--- src/adcsq_pkg.sv ---
//==========================================================
// How it works
// - Reference code maps to supply/external pairs
// - Calibration grounds converter inputs
// - Calibration clear samples selected input normally
// - Calibration ignores pin config and channel select
// - Scan bit steps first mux inputs
// - Interrupt after seq_per_irq plus one sequences
// - Alternate: first mux, then second, first...
// - Alternate clear: always first mux
// - Unimplemented bits ignore writes, read zero
package adcsq_pkg;
   localparam logic [3:0] ADCSQ_OFF_CTRL = 4'h0;
   localparam logic [3:0] ADCSQ_OFF_STAT = 4'h4;
   localparam int ADCSQ_REF_LSB = 13;
   localparam int ADCSQ_CAL_BIT = 12;
   localparam int ADCSQ_SCAN_BIT = 10;
   localparam int ADCSQ_RSV7_BIT = 7;
   localparam int ADCSQ_SEQ_LSB = 2;
   localparam int ADCSQ_RSV1_BIT = 1;
   localparam int ADCSQ_ALT_BIT = 0;
   localparam logic [15:0] ADCSQ_CTRL_RESET = 16'h0000;
   localparam logic [15:0] ADCSQ_WMASK = 16'hf43f;
   // Reference pairs: bit1 = positive from external pin, bit0 = negative from external pin
   localparam logic [1:0] ADCSQ_REF_INT = 2'h0;
   localparam logic [1:0] ADCSQ_REF_EXTP = 2'h2;
   localparam logic [1:0] ADCSQ_REF_EXTN = 2'h1;
   localparam logic [1:0] ADCSQ_REF_BOTH = 2'h3;
   typedef enum logic {ADCSQ_MUX_FIRST, ADCSQ_MUX_SECOND} adcsq_mux_e;
endpackage : adcsq_pkg

--- src/adcsq_top.sv ---
// The implementer's own choices: the strobed register port and the placing of the registers.
`timescale 1ns/1ps
module adcsq_top
   import adcsq_pkg::*;
#(
   parameter int CH_W = 4
) (
   input wire logic clk,
   input wire logic resetn,
   input wire logic [3:0] reg_addr,
   input wire logic [15:0] reg_wdata,
   input wire logic reg_wr,
   input wire logic reg_rd,
   output logic [15:0] reg_rdata,
   input wire logic conv_active,
   input wire logic sample_done,
   input wire logic seq_done,
   input wire logic [CH_W-1:0] first_mux_ch,
   input wire logic [CH_W-1:0] second_mux_ch,
   input wire logic [CH_W-1:0] scan_ch,
   output logic [1:0] ref_select,
   output logic offset_cal_enable,
   output logic inputs_to_ground,
   output logic input_switch_en,
   output logic scan_first_mux,
   output logic mux_sel,
   output logic [CH_W-1:0] sample_ch,
   output logic irq_pulse
);
   //==========================================================
   // Register file
   //==========================================================
   logic [15:0] ctrl_r, ctrl_nxt;
   logic [15:0] rdata_r, rdata_nxt;
   logic rsv7_r, rsv7_nxt;
   logic [3:0] seq_cnt_r, seq_cnt_nxt;
   adcsq_mux_e mux_r, mux_nxt;
   logic irq_r, irq_nxt;
   logic [CH_W-1:0] ch_r, ch_nxt;

   function automatic logic [1:0] ref_decode(input logic [2:0] code);
      case (code)
         3'h1: ref_decode = ADCSQ_REF_EXTP;
         3'h2: ref_decode = ADCSQ_REF_EXTN;
         3'h3: ref_decode = ADCSQ_REF_BOTH;
         default: ref_decode = ADCSQ_REF_INT;
      endcase
   endfunction : ref_decode

   wire logic ctrl_wr = reg_wr && (reg_addr == ADCSQ_OFF_CTRL);
   wire logic [3:0] seq_per_irq = ctrl_r[ADCSQ_SEQ_LSB +: 4];
   wire logic scan = ctrl_r[ADCSQ_SCAN_BIT];
   wire logic [2:0] ref_code = ctrl_r[ADCSQ_REF_LSB +: 3];
   // Bits that must read back as zero; bit 7 is left out since software ignores it anyway
   localparam logic [15:0] UNIMPL_MASK = ~ADCSQ_WMASK & ~(16'h0001 << ADCSQ_RSV7_BIT);
   wire logic cal = ctrl_r[ADCSQ_CAL_BIT];
   wire logic alt = ctrl_r[ADCSQ_ALT_BIT];

   always_comb begin
      ctrl_nxt = ctrl_r;
      rdata_nxt = 16'h0000;
      // Bit 7 has no defined content; it simply holds its reset value of zero
      rsv7_nxt = rsv7_r;
      if (ctrl_wr) begin
         ctrl_nxt = reg_wdata & ADCSQ_WMASK;
      end
      if (reg_rd) begin
         case (reg_addr)
            ADCSQ_OFF_CTRL: rdata_nxt = ctrl_r | {8'h00, rsv7_r, 7'h00};
            ADCSQ_OFF_STAT: rdata_nxt = {7'h00, irq_r, 3'h0, mux_r, seq_cnt_r};
            default: rdata_nxt = 16'h0000;
         endcase
      end
   end

   //==========================================================
   // Sequence counting and mux alternation
   //==========================================================
   always_comb begin
      seq_cnt_nxt = seq_cnt_r;
      irq_nxt = 1'b0;
      mux_nxt = mux_r;
      if (ctrl_wr || !conv_active) begin
         seq_cnt_nxt = 4'h0;
      end else if (seq_done) begin
         // Reserved code 1111 just counts sixteen sequences; nothing guards against it
         if (seq_cnt_r >= seq_per_irq) begin
            seq_cnt_nxt = 4'h0;
            irq_nxt = 1'b1;
         end else begin
            seq_cnt_nxt = seq_cnt_r + 4'h1;
         end
      end
      if (!conv_active || !alt) begin
         mux_nxt = ADCSQ_MUX_FIRST;
      end else if (sample_done) begin
         mux_nxt = (mux_r == ADCSQ_MUX_FIRST) ? ADCSQ_MUX_SECOND : ADCSQ_MUX_FIRST;
      end
   end

   //==========================================================
   // Channel routing
   //==========================================================
   always_comb begin
      if (cal) begin
         ch_nxt = '0;
      end else if (mux_r == ADCSQ_MUX_SECOND) begin
         ch_nxt = second_mux_ch;
      end else if (ctrl_r[ADCSQ_SCAN_BIT]) begin
         ch_nxt = scan_ch;
      end else begin
         ch_nxt = first_mux_ch;
      end
   end

   always_ff @(posedge clk or negedge resetn) begin
      if (!resetn) begin
         ctrl_r <= ADCSQ_CTRL_RESET;
         rdata_r <= 16'h0000;
         rsv7_r <= 1'b0;
         seq_cnt_r <= 4'h0;
         mux_r <= ADCSQ_MUX_FIRST;
         irq_r <= 1'b0;
         ch_r <= '0;
      end else begin
         ctrl_r <= ctrl_nxt;
         rdata_r <= rdata_nxt;
         rsv7_r <= rsv7_nxt;
         seq_cnt_r <= seq_cnt_nxt;
         mux_r <= mux_nxt;
         irq_r <= irq_nxt;
         ch_r <= ch_nxt;
      end
   end

   assign reg_rdata = rdata_r;
   assign ref_select = ref_decode(ctrl_r[ADCSQ_REF_LSB +: 3]);
   assign offset_cal_enable = cal;
   assign inputs_to_ground = cal;
   assign input_switch_en = !cal;
   assign scan_first_mux = ctrl_r[ADCSQ_SCAN_BIT] && !cal;
   assign mux_sel = mux_r;
   assign sample_ch = ch_r;
   assign irq_pulse = irq_r;
endmodule : adcsq_top

--- config.mk ---
export PLATFORM = sky130hd
export DESIGN_NAME = adcsq_top
export DESIGN_NICKNAME = d
export VERILOG_FILES = /design/src/adcsq_pkg.sv /design/src/adcsq_top.sv
export SDC_FILE = /design/constraint.sdc
export NUM_CORES = 1
export LEC_CHECK = 0
export BUFFER_PORTS_ARGS = -buffer_cell sky130_fd_sc_hd__buf_2
export CAP_MARGIN = 20
export CORE_MARGIN = 3
export CORE_UTILIZATION = 42
export DETAILED_ROUTE_END_ITERATION = 10
export PLACE_DENSITY_LB_ADDON = 0.2
export SLEW_MARGIN = 20
export SYNTH_ARGS = -nofsm -noshare
export SYNTH_HDL_FRONTEND = slang
export SYNTH_SLANG_ARGS = --single-unit
--- constraint.sdc ---
create_clock -name clk -period 1.8 [get_ports clk]
set_clock_uncertainty 0.1 [all_clocks]
set_input_delay 0.36 -clock clk [delete_from_list [all_inputs] [get_ports clk]]
set_output_delay 0.36 -clock clk [all_outputs]
set_load 0.005 [all_outputs]
# Yosys cells after proc, flatten, opt, wreduce, memory -nomap -nowiden
# Index checks and enable logic that the tools add are counted.
# Widths: inputs -> output; s select.
# word_totals
reg_bits	37
input_bits	39
out_inout_bits	28
elab_cells	37
# op_classes
add_sub_neg	1
n_lt_le_gt_ge	1
eq_ne	4
muxes	15
n_reduce_logical	10
# ops
cell	n
$pmux 16 s2	1
$mux 4	6
$mux 16	1
$eq 3x2->1 const B	2
$mux 1	6
$pmux 2 s3	1
$add 4x1->4 const B	1
$eq 4x3->1 const B	1
$ge 4x4->1	1
$logic_not 4->1	1
$reduce_bool 2->1	2
$eq 3x1->1 const B	1
$logic_not 1->1	3
$logic_and 1x1->1	2
$logic_or 1x1->1	2

# Logic depth before layout (Yosys ltp)
# Gate-level depths: netlist of the first run.
# depth
ltp_word	4
ltp_mapped	8
depth_no_buf	7

# Worst setup path after synthesis of the first run
# No wires, ideal clock.
# synth_timing
kind	register to register
start	reg seq_cnt_r[0]
end	reg seq_cnt_r[3]
setup_time_ps	124
t_arrival_ps	1577
required_ps	1576
setup_slack_ps	-1
path_stages_with_launch	9
path_buffers	1
period_less_slack_ps	1801
path_cell_list	dfrtp_1 inv_1 ha_1 nand2b_4 a2111oi_2 or3_1 buf_6 a31oi_1 a21oi_1
# synth_between
elab_chain_len	4
word_cells_on_any_way	5
classes_between	add/sub: 1; order compare: 1; mux: 3
# synth_rtl
item	line_no	source
from (decl)	adcsq_top.sv:36	logic [3:0] seq_cnt_r, seq_cnt_nxt;
from (signal assigned)	adcsq_top.sv:129	seq_cnt_r <= seq_cnt_nxt;
$add 4x1->4 / $ge 4x4->1 (equally long branches)	adcsq_top.sv:91, adcsq_top.sv:87	
$mux 4 *	adcsq_top.sv:87	if (seq_cnt_r >= seq_per_irq) begin
$mux 4 *	adcsq_top.sv:85	end else if (seq_done) begin
$mux 4 *	adcsq_top.sv:83	if (ctrl_wr || !conv_active) begin
# Every way passes the cells marked *; elsewhere a longest branch is shown, timed or not. The select of a mux whose other input is x is not followed.
# A chain may end at the register's enable or synchronous reset.

# Worst setup path in the final report of the first run
# Ends and elaborated chain as after synthesis.

==> results of run 1 <==
==> metal layers <==
layer,share of wire,GRT usage
met4,0.0046,0.04315
met2,0.51,0.2641
met3,0.10,0.05612
met5,0,0
met1,0.39,0.1745
==> cells by family after synthesis <==
| kind of cell | count (synthesis) |
|---|---|
| and+or+nand+nor | 46 |
| DFF | 33 |
| muxes | 21 |
| buffers and inverters | 16 |
| AOI/OAI and AO/OA | 10 |
| adders and majority gates | 5 |
| other | 1 |
| xor gates and xnor gates | 1 |
==> repair_timing <==
| item | in CTS | in global routing |
|---|---|---|
| hold buffers | 1 | 0 |
| gates resized for setup | 2 | 4 |
| endpoints found under the setup margin | 3 | 5 |
| pin swaps | 2 | 5 |
| hold endpoints to repair | 19 | 0 |
| setup buffers | 0 | 1 |
==> through the flow <==
stage                     instance area (sq um)  setup WS, ns  utilization
final                                      1992      0.002979       0.5877
after global routing                       1992      -0.06692       0.5877
after CTS                                  1963      0.003929       0.5792
after detailed placement                   1859      -0.04058       0.5485
after global placement                     1859       0.01298       0.5485
after floorplan                            1523       0.03121            -
==> worst paths after layout <==
check                               end  slack [ns]  cells past startpoint
min in group asynchronous  reg_rdata[8]        0.52                      2
max in group asynchronous    ctrl_r[13]        0.61                      2
hold / removal               ctrl_r[12]        0.16                      2
setup / recovery           seq_cnt_r[3]       0.003                      7
setup reg to reg           seq_cnt_r[3]       0.003                      7
hold reg to reg               ctrl_r[1]        0.42                      1
==> final cells by class <==
type | count | area (sq um) | area share
inverters | 5 | 18.77 | 0.009422
repair buffers | 68 | 370.4 | 0.1859
clock buffers | 7 | 55.05 | 0.02764
clock inverters | 1 | 30.03 | 0.01508
multi-input cells | 87 | 634.4 | 0.3185
well taps | 46 | 57.56 | 0.02889
flip-flops and latches | 33 | 825.8 | 0.4146
==> registers in the layout, indices dropped and copies added (netlist names) <==
signal / count
sample_ch: 4
seq_cnt_r: 4
ctrl_r: 11
reg_rdata: 12
mux_sel: 1
irq_pulse: 1
==> critical path: cells and delay by family, from the launching register on <==
| kind | cells | cell delay (ns) |
|---|---|---|
| adder cells (fa/ha/maj) | 1 | 0.27 |
| AO/OA/AOI/OAI | 2 | 0.45 |
| AND/OR/NAND/NOR | 3 | 0.48 |
| buffers and inverters | 1 | 0.05 |
| flip-flops | 1 | 0.39 |
==> report_power, final <==
group          switching [uW]  internal [uW]
Sequential               71.3            831
Combinational             182            242
Clock                     245            332
==> cell usage in the layout, fill, tap and decap left out, drive strengths merged <==
cell / count
a2111oi: 1
a21oi: 8
a31oi: 1
and2: 4
and3: 1
buf: 67
bufinv: 1
clkbuf: 7
conb: 4
dfrtp: 33
dlygate4sd3: 1
ha: 5
inv: 5
mux2: 11
mux2i: 10
nand2: 4
nand2b: 3
nand3: 4
nand3b: 1
nor2: 18
nor2b: 5
nor3: 4
nor3b: 1
or3: 1
xor2: 1
==> results.tsv, run 1 <==
metric	value	unit
outcome	complete, no violations	
synthesis warning total	0	
die width	65.99	microns
die height	65.99	microns
top post-synthesis cells by area	dfrtp_1 (55%), mux2_2 (8.2%), mux2i_1 (6.6%), nor2_1 (4.5%), ha_1 (4.1%)	
Final Instance Count excl. Fillers	247	
area leader, netlist	dfrtp_1	
wire per inst	13.18	microns
Layout area overhead	31.79	%
vias in the first global route	1092	
Hold WS	0.1571	ns
fin crit period	1.797	ns
synth unique cells	26	
Setup crit start kind	flip-flop	
hold path start	reg_wdata[12]	
Die ar.	0.004355	sq mm
hpwl dp	2.308	mm
Starting DRT DRC Count	14	
Crit-path slowest cell	dfrtp_1	
f_max	556.5	MHz
post-synthesis mux area share	0.1482	
setup TNS	0	ns
final worst-path cycle share	0.9983	
final hold violation count	0	
clk root buf	clkbuf_4	
Setup-failing EPs final	0	
Pwr Density	954.9	mW/mm^2
grt ovf	0	
maximum number of pins on one net before global-route repair	34	
Max Root-Sink Buffers	2	
post-synthesis sequential area ratio	0.5464	
CTS tree	done	
P_leak	0.001078	uW
vias after detailed routing	1159	
remaining routing DRC violations	0	
gr usage total	0.1520	
ys flop type	dfrtp_1	
global-route wire length before repair	4.905	mm
top cells by count, synth	dfrtp_1 (33), nor2_1 (18), mux2_2 (11), mux2i_1 (10), a21oi_1 (8)	
number of detailed-route iterations in the first pass	4	
cell area after synthesis	0.001511	sq mm
Core ar.	0.003390	sq mm
CP Data Required Time	1.96	ns
Inserted Clock Buffers	5	
Synth Area in Simple Gates	0.1540	
count leader, synth	dfrtp_1	
H-tree depth	2	
xor/xnor share of the synthesized area	0.005795	
layout cell share with drive strength beyond 1	0.4577	
# placed instances	237	
CP max FO	6	
Power Total	1902	uW
async set or reset register ratio after synthesis	1.000	
FP Rows	21	
Worst Setup SP	seq_cnt_r[0]	
Avg Cell Area, Syn	11.36	sq um
Compound-Gate Fraction of Synth Area	0.04056	
Max Cap Violations	0	
Net count, final	244	
Worst VDD drop	0.0004659	V
# IOs	67	
I/O Buffers	57	
Max-slew headroom	0.5131	
crit end category	flip-flop	
crit-path cells	inv_2 -> ha_1 -> nand2b_4 -> a2111oi_4 -> or3_4 -> nand3_1 -> a21oi_2	
Setup CP Type	flip-flop to flip-flop	
worst r2r src	seq_cnt_r[0]	
Clock transition at path regs	0.10	ns
Routability Congestion	0.7213	
filler instances	291	
Worst-Margin Slew	0.7303	ns
Ant. Diodes	0	
Sink Count	33	
CP peak stage delay	0.39	ns
Post-Route WL	3.256	mm
Post-synth EDFFs	0	
adder-cell share of the synthesized area	0.04139	
Worst-Skew Late Latency	0.32	ns
Synth top area share	0.5464	
Starting Density	0.4459	
Post-Syn Instances	133	
Crit path arrival time	1.96	ns
largest family of logic cells by synthesized area	simple AND/OR/NAND/NOR gates	
#FFs+latches synth	33	
antenna violations before repair	0	
Routed Antenna Nets	0	
Hold WC Path Type	input pin to flip-flop	
Vias/cell	4.692	
Final Max Slew Viols	0	
Power figures use the tool's default switching activity.
==> inputs of run 2 (changes only) <==
==> constraint.sdc (replaced) <==
create_clock -name clk -period 1.6 [get_ports clk]
set_clock_uncertainty 0.1 [all_clocks]
set_input_delay 0.32 -clock clk [delete_from_list [all_inputs] [get_ports clk]]
set_output_delay 0.32 -clock clk [all_outputs]
set_load 0.005 [all_outputs]
==> run 2 against run 1 <==
Compared with the run above: the flow now finishes with violations (setup timing); largest power group unchanged; sequential share of layout area down 0.79 points; register-to-register slack worse by 0.21 ns; critical endpoint unchanged; first-iteration DRC count grew 93%.
==> results.tsv, run 2 (synthesis results as in run 1) <==
metric	value	unit
Routability Congestion	0.7242	
CP Data Required Time	1.75	ns
wire per inst	13.21	microns
Layout area overhead	34.77	%
H-tree depth	2	
Power Total	2068	uW
number of cells on the critical path	6	
area of the multi-input gates	649.4	sq um
number of detailed-route iterations in the first pass	4	
most frequent cells in the layout	buf_2 (57), dfrtp_1 (31), nor2_1 (18), buf_4 (13), mux2_2 (11)	
Crit path arrival time	1.96	ns
most common cell after layout, fill and taps aside	buf_2	
CTS tree	done	
max reg flops	12	
hold endpoint	ctrl_r[13]	
Buf/Inv on CP	0	
vias after detailed routing	1209	
Routed Antenna Nets	0	
Net count, final	248	
clk root buf	clkbuf_4	
outcome	finished, violations left	
Crit-path slowest cell	dfrtp_1	
Vias/cell	4.817	
CP delay by family, top	simple AND/OR/NAND/NOR gates	
setup ws final	-0.2103	ns
fin crit period	1.810	ns
I/O Buffers	57	
maximum number of pins on one net before global-route repair	34	
Setup-failing EPs final	5	
hold path start	reg_wdata[13]	
R2R cell count	6	
final worst-path cycle share	1.131	
die width	65.99	microns
FP Rows	21	
CP peak stage delay	0.40	ns
Clock transition at path regs	0.11	ns
remaining routing DRC violations	0	
final hold violation count	0	
unrepaired setup endpoints after global routing	true	
Max Cap Violations	0	
Post-Route WL	3.316	mm
register area	828.3	sq um
hold path cells	2	
crit end category	flip-flop	
FF-to-FF End	seq_cnt_r[3]	
Setup crit start kind	flip-flop	
global-route wire length before repair	5.106	mm
P_leak	0.001096	uW
final core utilization	0.6010	
Pwr Density	1015	mW/mm^2
Final Max Slew Viols	0	
antenna violations before repair	0	
Setup CP Type	flip-flop to flip-flop	
gr usage total	0.1580	
Worst VDD drop	0.0005757	V
Hold WS	0.1073	ns
Hold WC Path Type	input pin to flip-flop	
filler instances	295	
Worst-Skew Late Latency	0.34	ns
Sink Count	33	
CP max FO	6	
setup TNS	-0.6032	ns
layout cell share with drive strength beyond 1	0.4878	
DP Worst Slack	-0.1974	ns
Starting Density	0.4459	
Ant. Diodes	0	
failing checks	setup timing	
Core ar.	0.003390	sq mm
hpwl dp	2.372	mm
worst r2r src	ctrl_r[2]	
# IOs	67	
Die ar.	0.004355	sq mm
grt ovf	0	
r2r setup slk	-0.21	ns
Starting DRT DRC Count	27	
f_max	552.4	MHz
crit-path cells	ha_1 -> nand2b_4 -> a2111oi_4 -> or3_4 -> nand3_1 -> a21oi_2	
Inserted Clock Buffers	5	
Max Root-Sink Buffers	2	
vias in the first global route	1178	
die height	65.99	microns
[run 2: cell types whose count changed in the layout (fill, tap and decap cells not counted), sizes merged]
cell and delta:
buf +4, clkinv +1, bufinv -1
[run 2: through the flow]
stage                     area [sq um]  instances
after floorplan                   1523        136
after global placement            1902        241
after detailed placement          1902        241
after CTS                         2018        250
after global routing              2037        251
final                             2037        251
[run 2: worst register-to-register path, delay by kind of cell, from the launching register on]
family          cells  cell delay (ns)
simple gates        3             0.49
compound gates      2             0.46
flops               1             0.40
fa+ha+maj           1             0.29
[run 2: worst max path at each step]
stage                            start            to  slack [ns]
after floorplan           seq_cnt_r[0]  seq_cnt_r[3]       -0.14
after global placement    seq_cnt_r[0]  seq_cnt_r[3]       -0.12
after global routing         ctrl_r[2]  seq_cnt_r[3]       -0.29
final                        ctrl_r[2]  seq_cnt_r[3]       -0.21
after CTS                    ctrl_r[2]  seq_cnt_r[3]       -0.14
after detailed placement     ctrl_r[2]  seq_cnt_r[3]       -0.20
[run 2: what timing repair did]
item                                    CTS  global route
setup buffers                             0             1
endpoints found under the hold margin    33             0
gates resized for setup                   5             5
hold buffers                              1             0
pin swaps                                 3             1
endpoints found under the setup margin    5             7
[run 2: routing by layer]
layer / vias up / GRT usage / wire, microns / share of wire
met5: - / 0 / 0 / 0
met3: 6 / 0.05782 / 283 / 0.085
li1: 577 / - / - / -
met4: 0 / 0.07868 / 63 / 0.019
met1: 575 / 0.1719 / 1293 / 0.39
met2: 51 / 0.2691 / 1676 / 0.51
[run 2: final cells by class]
cell class	instances	share of cell area
clock buffer	7	0.03194
clock inverter	1	0.002457
inverter	5	0.009214
multi-input combinational	87	0.3188
sequential	33	0.4066
tap	46	0.02826
timing repair buffer	72	0.2027
[run 2: report_power, final]
part / internal [uW] / leakage [uW] / switching [uW] / total (uW)
registers: 936 / 0.000432 / 77.0 / 1010
clock network: 255 / 0.0000413 / 282 / 536
logic: 303 / 0.000623 / 215 / 518
total: 1490 / 0.00110 / 574 / 2070
